### src/rtl/aod_regs.vh
// constants of the converter output demux and control block
// assumes inclusion by bare name from the design files under rtl/
`ifndef AOD_REGS_VH
`define AOD_REGS_VH

// apb register byte offsets
`define AOD_CTRL_OFS     12'h000
`define AOD_STAT_OFS     12'h004

// control register fields
`define AOD_CTRL_DDR     0
`define AOD_CTRL_RST     32'h0000_0000

// status register fields
`define AOD_STAT_TUNE    0
`define AOD_STAT_SLEEP   1
`define AOD_STAT_EDGE    2
`define AOD_STAT_DRV     3
`define AOD_STAT_PORW    4

// on-command trigger qualification, in sample clock cycles
`define AOD_CAL_LOW_CYC  24'h00_0050
`define AOD_CAL_HIGH_CYC 24'h00_0050

// power-on delay and selftune length, in sample clock cycles
`define AOD_POR_DELAY    24'h00_2000
`define AOD_CAL_LEN      24'h00_8000

// state codes of the control sequencer
`define AOD_ST_PORW      2'h0
`define AOD_ST_RUN       2'h1
`define AOD_ST_TUNE      2'h2
`define AOD_ST_SLEEP     2'h3

`endif

### src/rtl/aod_top.v
// output demux, forwarded clock and control pin logic of an 8-bit
// converter; assumes clk_sys is the sample clock, one result per cycle
// on sample_in from same-clock logic, pins from outside the domain.
//
// Decided for this implementation: the APB interface to the registers and the address map.
`include "aod_regs.vh"
`timescale 1ns/1ps
`default_nettype none

module aod_top #(
  parameter [23:0] POR_DELAY_CYC = `AOD_POR_DELAY, // power-on wait
  parameter [23:0] CAL_LEN_CYC   = `AOD_CAL_LEN    // selftune length
) (
  input  wire        clk_sys,             // sample clock, 100 MHz
  input  wire        srst,                // sync reset, active high
  input  wire [7:0]  sample_in,           // two's complement result
  input  wire        data_edge_select,    // pin: fclk edge for data
  input  wire        driver_level_select, // pin: output drive level
  input  wire        sleep_request,       // pin: power-down request
  input  wire        selftune_request,    // pin: manual selftune
  input  wire [11:0] paddr,               // apb address
  input  wire        psel,                // apb select
  input  wire        penable,             // apb enable
  input  wire        pwrite,              // apb direction
  input  wire [31:0] pwdata,              // apb write data
  output reg  [31:0] prdata,              // apb read data
  output wire        pready,              // apb ready
  output reg         pslverr,             // apb error
  output reg  [7:0]  bus_a_q,             // odd conversions
  output reg  [7:0]  bus_b_q,             // even conversions
  output reg         data_oe,             // data pins driven
  output reg         forwarded_data_clock,   // fclk true leg
  output reg         forwarded_data_clock_n, // fclk complement leg
  output reg         fclk_oe,             // fclk pins driven
  output reg         driver_strong,       // strong driver enable
  output reg         selftune_active,     // selftune running
  output reg         analog_off           // analog held powered down
);

  // result coding: flip the sign bit of two's complement
  function [7:0] to_offset;
    input [7:0] v;
    begin
      to_offset = {~v[7], v[6:0]};
    end
  endfunction

  // saturating increment used by every counter here
  function [23:0] sat_inc;
    input [23:0] v;
    begin
      sat_inc = (v == 24'hFF_FFFF) ? v : v + 24'h00_0001;
    end
  endfunction

  // two-flop synchronisers for the four pins
  reg  [3:0] pin_s1_reg;
  reg  [3:0] pin_s2_reg;
  wire       edge_sel;
  wire       lvl_sel;
  wire       sleep_in;
  wire       tune_pin;

  always @(posedge clk_sys) begin
    if (srst) begin
      pin_s1_reg <= 4'h0;
      pin_s2_reg <= 4'h0;
    end else begin
      pin_s1_reg <= {selftune_request, sleep_request,
                     driver_level_select, data_edge_select};
      pin_s2_reg <= pin_s1_reg;
    end
  end

  assign edge_sel = pin_s2_reg[0];
  assign lvl_sel  = pin_s2_reg[1];
  assign sleep_in = pin_s2_reg[2];
  assign tune_pin = pin_s2_reg[3];

  // apb registers
  reg ddr_mode_reg;

  // state and counters
  reg [1:0]  state_reg;
  reg [1:0]  state_next;
  reg [23:0] cnt_reg;
  reg [23:0] cnt_next;
  reg [23:0] lo_cnt_reg;
  reg [23:0] hi_cnt_reg;
  reg        armed_reg;
  reg        tune_trig;

  // manual request qualification: long low, then long high
  always @(posedge clk_sys) begin
    if (srst) begin
      lo_cnt_reg <= 24'h00_0000;
      hi_cnt_reg <= 24'h00_0000;
      armed_reg  <= 1'b0;
    end else if (state_reg == `AOD_ST_SLEEP ||
                 (state_reg == `AOD_ST_PORW && sleep_in)) begin
      // requests made while asleep are thrown away whole
      lo_cnt_reg <= 24'h00_0000;
      hi_cnt_reg <= 24'h00_0000;
      armed_reg  <= 1'b0;
    end else if (!tune_pin) begin
      hi_cnt_reg <= 24'h00_0000;
      lo_cnt_reg <= sat_inc(lo_cnt_reg);
      if (lo_cnt_reg >= `AOD_CAL_LOW_CYC - 24'h00_0001) begin
        armed_reg <= 1'b1;
      end
    end else begin
      lo_cnt_reg <= 24'h00_0000;
      if (armed_reg) begin
        hi_cnt_reg <= sat_inc(hi_cnt_reg);
      end
      if (tune_trig) begin
        armed_reg  <= 1'b0;
        hi_cnt_reg <= 24'h00_0000;
      end
    end
  end

  // trigger once the high phase has lasted long enough
  always @* begin
    tune_trig = armed_reg && tune_pin &&
                (hi_cnt_reg >= `AOD_CAL_HIGH_CYC - 24'h00_0001) &&
                (state_reg != `AOD_ST_SLEEP);
  end

  // control sequencer; reset lands in the power-on wait, so the
  // analog side stays off until the clock has run the wait out
  always @* begin
    state_next = state_reg;
    cnt_next   = cnt_reg;
    case (state_reg)
      `AOD_ST_PORW: begin
        // delay counter frozen while sleep is requested
        if (!sleep_in) begin
          cnt_next = sat_inc(cnt_reg);
          if (cnt_reg >= POR_DELAY_CYC - 24'h00_0001) begin
            cnt_next = 24'h00_0000;
            // pin high at power-up skips the power-on selftune
            if (tune_pin) begin
              state_next = `AOD_ST_RUN;
            end else begin
              state_next = `AOD_ST_TUNE;
            end
          end
        end
      end
      `AOD_ST_RUN: begin
        cnt_next = 24'h00_0000;
        if (sleep_in) begin
          state_next = `AOD_ST_SLEEP;
        end else if (tune_trig) begin
          state_next = `AOD_ST_TUNE;
        end
      end
      `AOD_ST_TUNE: begin
        // sleep is only looked at once the run is over
        cnt_next = sat_inc(cnt_reg);
        if (cnt_reg >= CAL_LEN_CYC - 24'h00_0001) begin
          cnt_next = 24'h00_0000;
          if (sleep_in) begin
            state_next = `AOD_ST_SLEEP;
          end else begin
            state_next = `AOD_ST_RUN;
          end
        end
      end
      default: begin
        cnt_next = 24'h00_0000;
        if (!sleep_in) begin
          state_next = `AOD_ST_RUN;
        end
      end
    endcase
  end

  // sequencer registers
  always @(posedge clk_sys) begin
    if (srst) begin
      state_reg <= `AOD_ST_PORW;
      cnt_reg   <= 24'h00_0000;
    end else begin
      state_reg <= state_next;
      cnt_reg   <= cnt_next;
    end
  end

  // demux: phase 0 is an odd conversion, phase 1 an even one
  reg       phase_reg;
  reg [7:0] odd_word_reg;
  reg [7:0] pair_a_reg;
  reg [7:0] pair_b_reg;
  wire      converting;

  assign converting = (state_reg == `AOD_ST_RUN);

  always @(posedge clk_sys) begin
    if (srst) begin
      phase_reg    <= 1'b0;
      odd_word_reg <= 8'h00;
      pair_a_reg   <= 8'h00;
      pair_b_reg   <= 8'h00;
    end else if (converting) begin
      phase_reg <= ~phase_reg;
      if (!phase_reg) begin
        odd_word_reg <= to_offset(sample_in);
      end else begin
        pair_a_reg <= odd_word_reg;
        pair_b_reg <= to_offset(sample_in);
      end
    end else begin
      // restart pairing cleanly after any pause
      phase_reg <= 1'b0;
    end
  end

  // forwarded clock: sdr toggles each cycle, ddr every second cycle
  reg  fclk_next;
  reg  upd;

  always @* begin
    fclk_next = 1'b0;
    // park the clock on the very edge that leaves run, so it is
    // already low in the first cycle that selftune_active shows
    if (converting && state_next == `AOD_ST_RUN) begin
      if (ddr_mode_reg) begin
        fclk_next = phase_reg ? ~forwarded_data_clock
                              : forwarded_data_clock;
      end else begin
        fclk_next = ~forwarded_data_clock;
      end
    end
    // sdr moves data on the selected edge only, ddr on both
    upd = converting && (state_next == `AOD_ST_RUN) &&
          (fclk_next != forwarded_data_clock) &&
          (ddr_mode_reg || (fclk_next == edge_sel));
  end

  // output pins; one fclk pair clocks both buses
  always @(posedge clk_sys) begin
    if (srst) begin
      forwarded_data_clock   <= 1'b0;
      forwarded_data_clock_n <= 1'b1;
      bus_a_q                <= 8'h00;
      bus_b_q                <= 8'h00;
      data_oe                <= 1'b0;
      fclk_oe                <= 1'b0;
    end else begin
      // clock parked low through selftune and sleep
      forwarded_data_clock   <= fclk_next;
      forwarded_data_clock_n <= ~fclk_next;
      if (upd) begin
        bus_a_q <= pair_a_reg;
        bus_b_q <= pair_b_reg;
      end
      // a sleep request in the power-on wait also releases the pins
      data_oe <= !((state_next == `AOD_ST_SLEEP) ||
                   (state_next == `AOD_ST_PORW && sleep_in));
      fclk_oe <= !((state_next == `AOD_ST_SLEEP) ||
                   (state_next == `AOD_ST_PORW && sleep_in));
    end
  end

  // status style outputs
  always @(posedge clk_sys) begin
    if (srst) begin
      selftune_active <= 1'b0;
      driver_strong   <= 1'b0;
      analog_off      <= 1'b1;
    end else begin
      selftune_active <= (state_next == `AOD_ST_TUNE);
      driver_strong   <= lvl_sel;
      analog_off      <= (state_next == `AOD_ST_SLEEP) ||
                         (state_next == `AOD_ST_PORW);
    end
  end

  // apb slave: zero wait states, error on unmapped addresses
  wire        setup_ph;
  wire        wr_acc;
  wire [31:0] stat_word;

  assign pready    = 1'b1;
  assign setup_ph  = psel && !penable;
  assign wr_acc    = psel && penable && pwrite;
  assign stat_word = {27'h000_0000,
                      state_reg == `AOD_ST_PORW,
                      driver_strong,
                      edge_sel,
                      state_reg == `AOD_ST_SLEEP,
                      selftune_active};

  // control register write; the mode steers the divider above
  always @(posedge clk_sys) begin
    if (srst) begin
      ddr_mode_reg <= |(`AOD_CTRL_RST & 32'h0000_0001);
    end else if (wr_acc && paddr == `AOD_CTRL_OFS) begin
      ddr_mode_reg <= pwdata[`AOD_CTRL_DDR];
    end
  end

  // read data and error latched in setup so they are stable in access
  always @(posedge clk_sys) begin
    if (srst) begin
      prdata  <= 32'h0000_0000;
      pslverr <= 1'b0;
    end else if (setup_ph) begin
      if (paddr == `AOD_CTRL_OFS) begin
        prdata  <= {31'h0000_0000, ddr_mode_reg};
        pslverr <= 1'b0;
      end else if (paddr == `AOD_STAT_OFS) begin
        prdata  <= pwrite ? 32'h0000_0000 : stat_word;
        pslverr <= 1'b0;
      end else begin
        prdata  <= 32'h0000_0000;
        pslverr <= 1'b1;
      end
    end
  end

endmodule // aod_top

`default_nettype wire

### config.mk
export PLATFORM = sky130hd
export DESIGN_NAME = aod_top
export DESIGN_NICKNAME = d
export VERILOG_FILES = /design/src/rtl/aod_top.v
export VERILOG_INCLUDE_DIRS = /design/src /design/src/rtl
export SDC_FILE = /design/constraint.sdc
export NUM_CORES = 1
export LEC_CHECK = 0
export ABC_AREA = 0
export BUFFER_PORTS_ARGS = -buffer_cell sky130_fd_sc_hd__buf_2
export CAP_MARGIN = 40
export CORE_ASPECT_RATIO = 0.9
export CORE_MARGIN = 2
export CORE_UTILIZATION = 52
export CTS_BUF_LIST = sky130_fd_sc_hd__clkbuf_4
export DETAILED_ROUTE_END_ITERATION = 10
export PLACE_DENSITY = 0.81
export SKIP_CTS_REPAIR_TIMING = 1
export SLEW_MARGIN = 20
export SYNTH_ARGS = -nofsm -noshare
export SYNTH_HDL_FRONTEND = slang
export SYNTH_SLANG_ARGS = --single-unit
### constraint.sdc
create_clock -name clk_sys -period 2.8 [get_ports clk_sys]
set_input_delay 0.7 -clock clk_sys [delete_from_list [all_inputs] [get_ports clk_sys]]
set_output_delay 0.7 -clock clk_sys [all_outputs]
set_load 0.02 [all_outputs]
# Word-level counts from Yosys, hierarchy flattened
# Cells that the tools add are included.
# classes
reduce_logical	30
n_eq_ne	15
magnitude_cmp	4
bitwise_logic	7
muxes	25
n_addsub	3
# ops
operator	n
2-to-1 mux 24 bit	4
adder 24 x 1 -> 24 bit, second input constant	3
== test 24 bit, second input constant	3
>= comparator 24 x 7 -> 1 bit, second input constant	2
one-hot mux 24 bit (2 select lines)	1
>= comparator 24 x 13 -> 1 bit, second input constant	1
>= comparator 24 x 15 -> 1 bit, second input constant	1
2-to-1 mux 2 bit	8
2-to-1 mux 5 bit	3
== test 12 x 3 -> 1 bit, second input constant	1
logical AND 1 bit	12
zero test 12 bit	1
== test 2 bit, second input constant	4
2-to-1 mux 1 bit	8
AND reduction 2 bit	4
NOT 1 bit	7
one-hot mux 2 bit (3 select lines)	1
== test 2 x 1 -> 1 bit, second input constant	2
zero test 2 bit	2
logical OR 1 bit	4
!= test 2 bit, second input constant	2
OR reduction 2 bit	2
OR reduction 4 bit	1
OR reduction 3 bit	1
5 further kinds	6
# totals
in_bits	61
output_inout_bits	57
reg_bits	164
elab_cells	106

# Longest topological paths before layout
# depth
ltp_word	12
depth_mapped	14
mapped_depth_nobuf	13

# Least setup slack after synthesis
# No wires, ideal clock.
# synth_path
path_type	flip-flop to flip-flop
start	register hi_cnt_reg[8]
end	register bus_a_q[4]
synth_period_minus_slack_ns	2.850
path_stages_with_launch	14
setup_time_ns	0.128
required_time_ns	2.672
path_buffers	1
path_slack_ns	-0.050
t_arrival_ns	2.723
path_cell_list	dfxtp_1 or4_1 a2111o_1 o2111ai_2 o21ai_1 o22a_2 inv_1 ha_1 nand2_1 nor2_1 o21ai_1 buf_2 mux2i_1 nor2_1
# synth_via
elab_chain_cells	12
# synth_rtl
item	line	text
start: declaration	aod_top.v:89	reg [23:0] hi_cnt_reg;
start signal: assignment	aod_top.v:114	hi_cnt_reg <= sat_inc(hi_cnt_reg);
>= comparator 24 x 7 -> 1 bit (*)	aod_top.v:126	(hi_cnt_reg >= `AOD_CAL_HIGH_CYC - 24'h00_0001) &&
logical AND 1 bit (*) (2 in series)	aod_top.v:125	tune_trig = armed_reg && tune_pin &&
2-to-1 mux 2 bit (*)	aod_top.v:155	end else if (tune_trig) begin
2-to-1 mux 2 bit (*)	aod_top.v:153	if (sleep_in) begin
one-hot mux 2 bit (3 select lines) (*)	aod_top.v:135	case (state_reg)
named net state_next[0]	aod_top.v:85	reg [1:0] state_next;
== test 2 x 1 -> 1 bit (no source line) (*)	n/a	
logical AND 1 bit (*)	aod_top.v:237	upd = converting && (state_next == `AOD_ST_RUN) &&
2-to-1 mux 1 bit	aod_top.v:228	if (converting && state_next == `AOD_ST_RUN) begin
!= test 1 bit / == test 1 bit (equally long branches)	aod_top.v:238, aod_top.v:239	
logical AND 1 bit / logical OR 1 bit (equally long branches)	aod_top.v:237, aod_top.v:239	
logical AND 1 bit (*)	aod_top.v:237	
end signal: assignment	aod_top.v:256	bus_a_q <= pair_a_reg;
end: declaration	aod_top.v:29	output reg [7:0] bus_a_q,
# Mark *: on every way through the listed nets, which the timed path passes. The rest lies on a longest branch.
# A chain may end at the register's enable or synchronous reset.

# Final worst setup path
# layout_path
start	register hi_cnt_reg[9]
end	register bus_a_q[6]
# Same word-level chain as after synthesis.

==> results.sh <==
export IMPL_run_status="finished clean"
export IMPL_grt_antenna_before_repair=1
export IMPL_dieArea_um2=12600
export IMPL_hpwl_mm=8.57
export IMPL_cts_sinks=137
export IMPL_synth_area_leaders="dfxtp_1, nor2_1, mux2i_1"
export IMPL_diodes=0
export IMPL_switching_power_mw=0.909
export IMPL_vdd_drop_max_mv=0.329
export IMPL_synthCells=688
export IMPL_ys_flop_type="dfxtp_1"
export IMPL_start_kind="flip-flop"
export IMPL_drcViolationCount=0
export IMPL_ys_types=58
export IMPL_avgViaCountPerCell=5.39
export IMPL_p_per_area_nw_per_um2=497
export IMPL_critPathLaunch="hi_cnt_reg[9]"
export IMPL_busiest_layer="met2"
export IMPL_drt_iter0_drc=229
export IMPL_syn_to_final_growth_pct=12.0
export IMPL_yosysTopAreaCellShare_pct=45.1
export IMPL_layout_nets=817
export IMPL_start_util_pct=53.2
export IMPL_ys_seq_elements=137
export IMPL_wl_per_cell_um=13.3
export IMPL_setup_viol=0
export IMPL_cts_max_level=4
export IMPL_tightest_slew_ns=0.689
export IMPL_cts_root_buf="clkbuf_4"
export IMPL_worstSetupPathType="reg -> reg"
export IMPL_r2r_start="hi_cnt_reg[9]"
export IMPL_io_buffers=58
export IMPL_yosysWarningCount=0
export IMPL_grtUsageTotal_pct=19.8
export IMPL_pwr_share_comb_pct=4.1
export IMPL_drv_cap=0
export IMPL_min_period_over_period_pct=99.1
export IMPL_p_int_mw=2.48
export IMPL_syn_area_um2=6080
export IMPL_hold_violations=0
export IMPL_use_met2_pct=32.7
export IMPL_die_y_um=107
export IMPL_required_ns=3.22
export IMPL_firstDrtPassIters=5
export IMPL_grt_overflow_total=0
export IMPL_grt_met3_usage_pct=5.59
export IMPL_grt_max_degree=71
export IMPL_swShare_pct=26.8
export IMPL_fin_skew_ns=0.0208
export IMPL_fin_ws_ns=0.0264
export IMPL_ios=118
export IMPL_clkLatencyLatePin_ns=0.54
export IMPL_synth_edf_count=0
export IMPL_avgSynthCellArea_um2=8.84
export IMPL_routed_wl_mm=12.2
export IMPL_stdcell_count=918
export IMPL_cts_tree="done"
export IMPL_seq_power_share_pct=58.4
export IMPL_worstPathArrival_ns=3.19
export IMPL_cts_buffers=17
export IMPL_drive_above_1_share_pct=18.8
export IMPL_p_clk_share_pct=37.5
export IMPL_dpl_worst_slack_ns=-0.0334
export IMPL_min_path_type="in -> reg"
export IMPL_clkTransAtPathRegs_ns=0.14
export IMPL_core_area_um2=11400
export IMPL_p_leak_nw=2.71
export IMPL_slew_headroom_pct=54.0
export IMPL_crit_fanout=8
export IMPL_cp_end_kind="flip-flop"
export IMPL_use_met1_pct=24.9
export IMPL_vias=4947
export IMPL_utilization_pct=59.6
export IMPL_clockBufferDepth=2
export IMPL_seq_area_frac_synth_pct=45.1
export IMPL_period_needed_ns=2.77
export IMPL_fp_row_count=37
export IMPL_die_w_um=118
export IMPL_dpl_cell_count=882
export IMPL_rsz0062_at_grt="true"
export IMPL_fmax_ghz=0.361
export IMPL_synth_async_sr_flop_share_pct=0
export IMPL_yosysTopAreaCell="dfxtp_1"
export IMPL_grt_pass1_vias=4615
export IMPL_slew_violations=0
export IMPL_place_congestion=0.828
export IMPL_min_from="sample_in[7]"
export IMPL_antenna_left=0
export IMPL_grt_pass1_wl_mm=20.7
## per-stage QoR
step / setup TNS (ns) / power, mW / hold WS (ns) / cell area, um2
floorplan: 0 / 2.15 / 0.414 / 6190
global route: -1.37 / 3.51 / 0.313 / 6810
CTS: -0.619 / 3.42 / 0.321 / 6690
detailed placement: -0.143 / 2.16 / 0.424 / 6410
global placement: 0 / 2.15 / 0.418 / 6410
finish: 0 / 3.39 / 0.347 / 6810
## final timing paths
path	end	cells after the start	slack (ns)
setup / recovery	bus_a_q[6]	13	0.03
hold / removal	pair_b_reg[7]	2	0.35
setup reg to reg	bus_a_q[6]	13	0.03
hold reg to reg	pin_s2_reg[0]	1	0.45
## cell families (layout without fill, tap and decap cells)
family	count (synthesis)	in the layout	synth area share (%)
XOR/XNOR	40	40	5.76
AO/OA/AOI/OAI	86	86	9.46
adder cells (fa/ha/maj)	7	7	1.44
flip-flops	137	137	45.1
other	2	28	0.123
multiplexers	26	26	4.28
AND/OR/NAND/NOR	322	322	27.5
buffers and inverters	68	116	6.38
## Yosys cell counts, types with 7 or more instances
| cell | number |
|---|---|
| nand4_1 | 24 |
| xnor2_1 | 22 |
| dfxtp_1 | 137 |
| o21ai_0 | 7 |
| and4_1 | 9 |
| nor2_1 | 101 |
| nor4_1 | 15 |
| mux2i_1 | 26 |
| nor2_4 | 10 |
| clkbuf_1 | 16 |
| o21ai_1 | 8 |
| inv_1 | 13 |
| and3_1 | 17 |
| nor3_1 | 16 |
| nand3_1 | 26 |
| buf_4 | 29 |
| a21oi_1 | 35 |
| nand2_1 | 59 |
| ha_1 | 7 |
| xor2_1 | 18 |
| nor2b_1 | 16 |
## cell type report
class,count,area (um2)
Tap cell,156,195
Timing Repair Buffer,71,414
Sequential cell,137,2750
Inverter,13,48.8
Multi-Input combinational cell,509,3120
Clock buffer,17,128
Clock inverter,15,155
Fill cell,965,4620
## cells in the final DEF (no fill, tap or decap), types with 18 or more instances in the layout
cell,n
conb_1,28
mux2i_1,24
nor2_1,100
nand4_1,24
buf_2,58
a21oi_1,35
dfxtp_1,132
nand3_1,26
nand2_1,58
xor2_1,18
xnor2_1,22
## power groups by stage
stage | Clock, mW | Sequential (mW) | Combinational [mW]
2_1_floorplan | 0 | 2.02 | 0.131
3_3_place_gp | 0 | 2.02 | 0.135
3_5_place_dp | 0 | 2.02 | 0.139
4_1_cts | 1.30 | 1.98 | 0.140
5_1_grt | 1.38 | 1.98 | 0.153
6_report | 1.27 | 1.98 | 0.140
## layer usage
layer  wire (um)  part of all wire (%)  up-vias
met5          13                  0.11        -
met4         123                   1.0        2
met3         633                   5.2       12
met2        6070                    50      120
met1        5400                    44     2344
li1            -                     -     2469
## critical path, cell delays in order (launching register included)
cell and delay (ns):
dfxtp_2 0.36, or4_1 0.51, a2111o_1 0.33, o2111ai_2 0.22, o21ai_1 0.09, o22a_2 0.26
inv_2 0.08, ha_4 0.13, nand2_4 0.05, nor2_4 0.13, o21ai_4 0.08, clkbuf_16 0.18
mux2i_1 0.17, nor2_1 0.05
No activity file was read; power rests on OpenSTA's default activity.
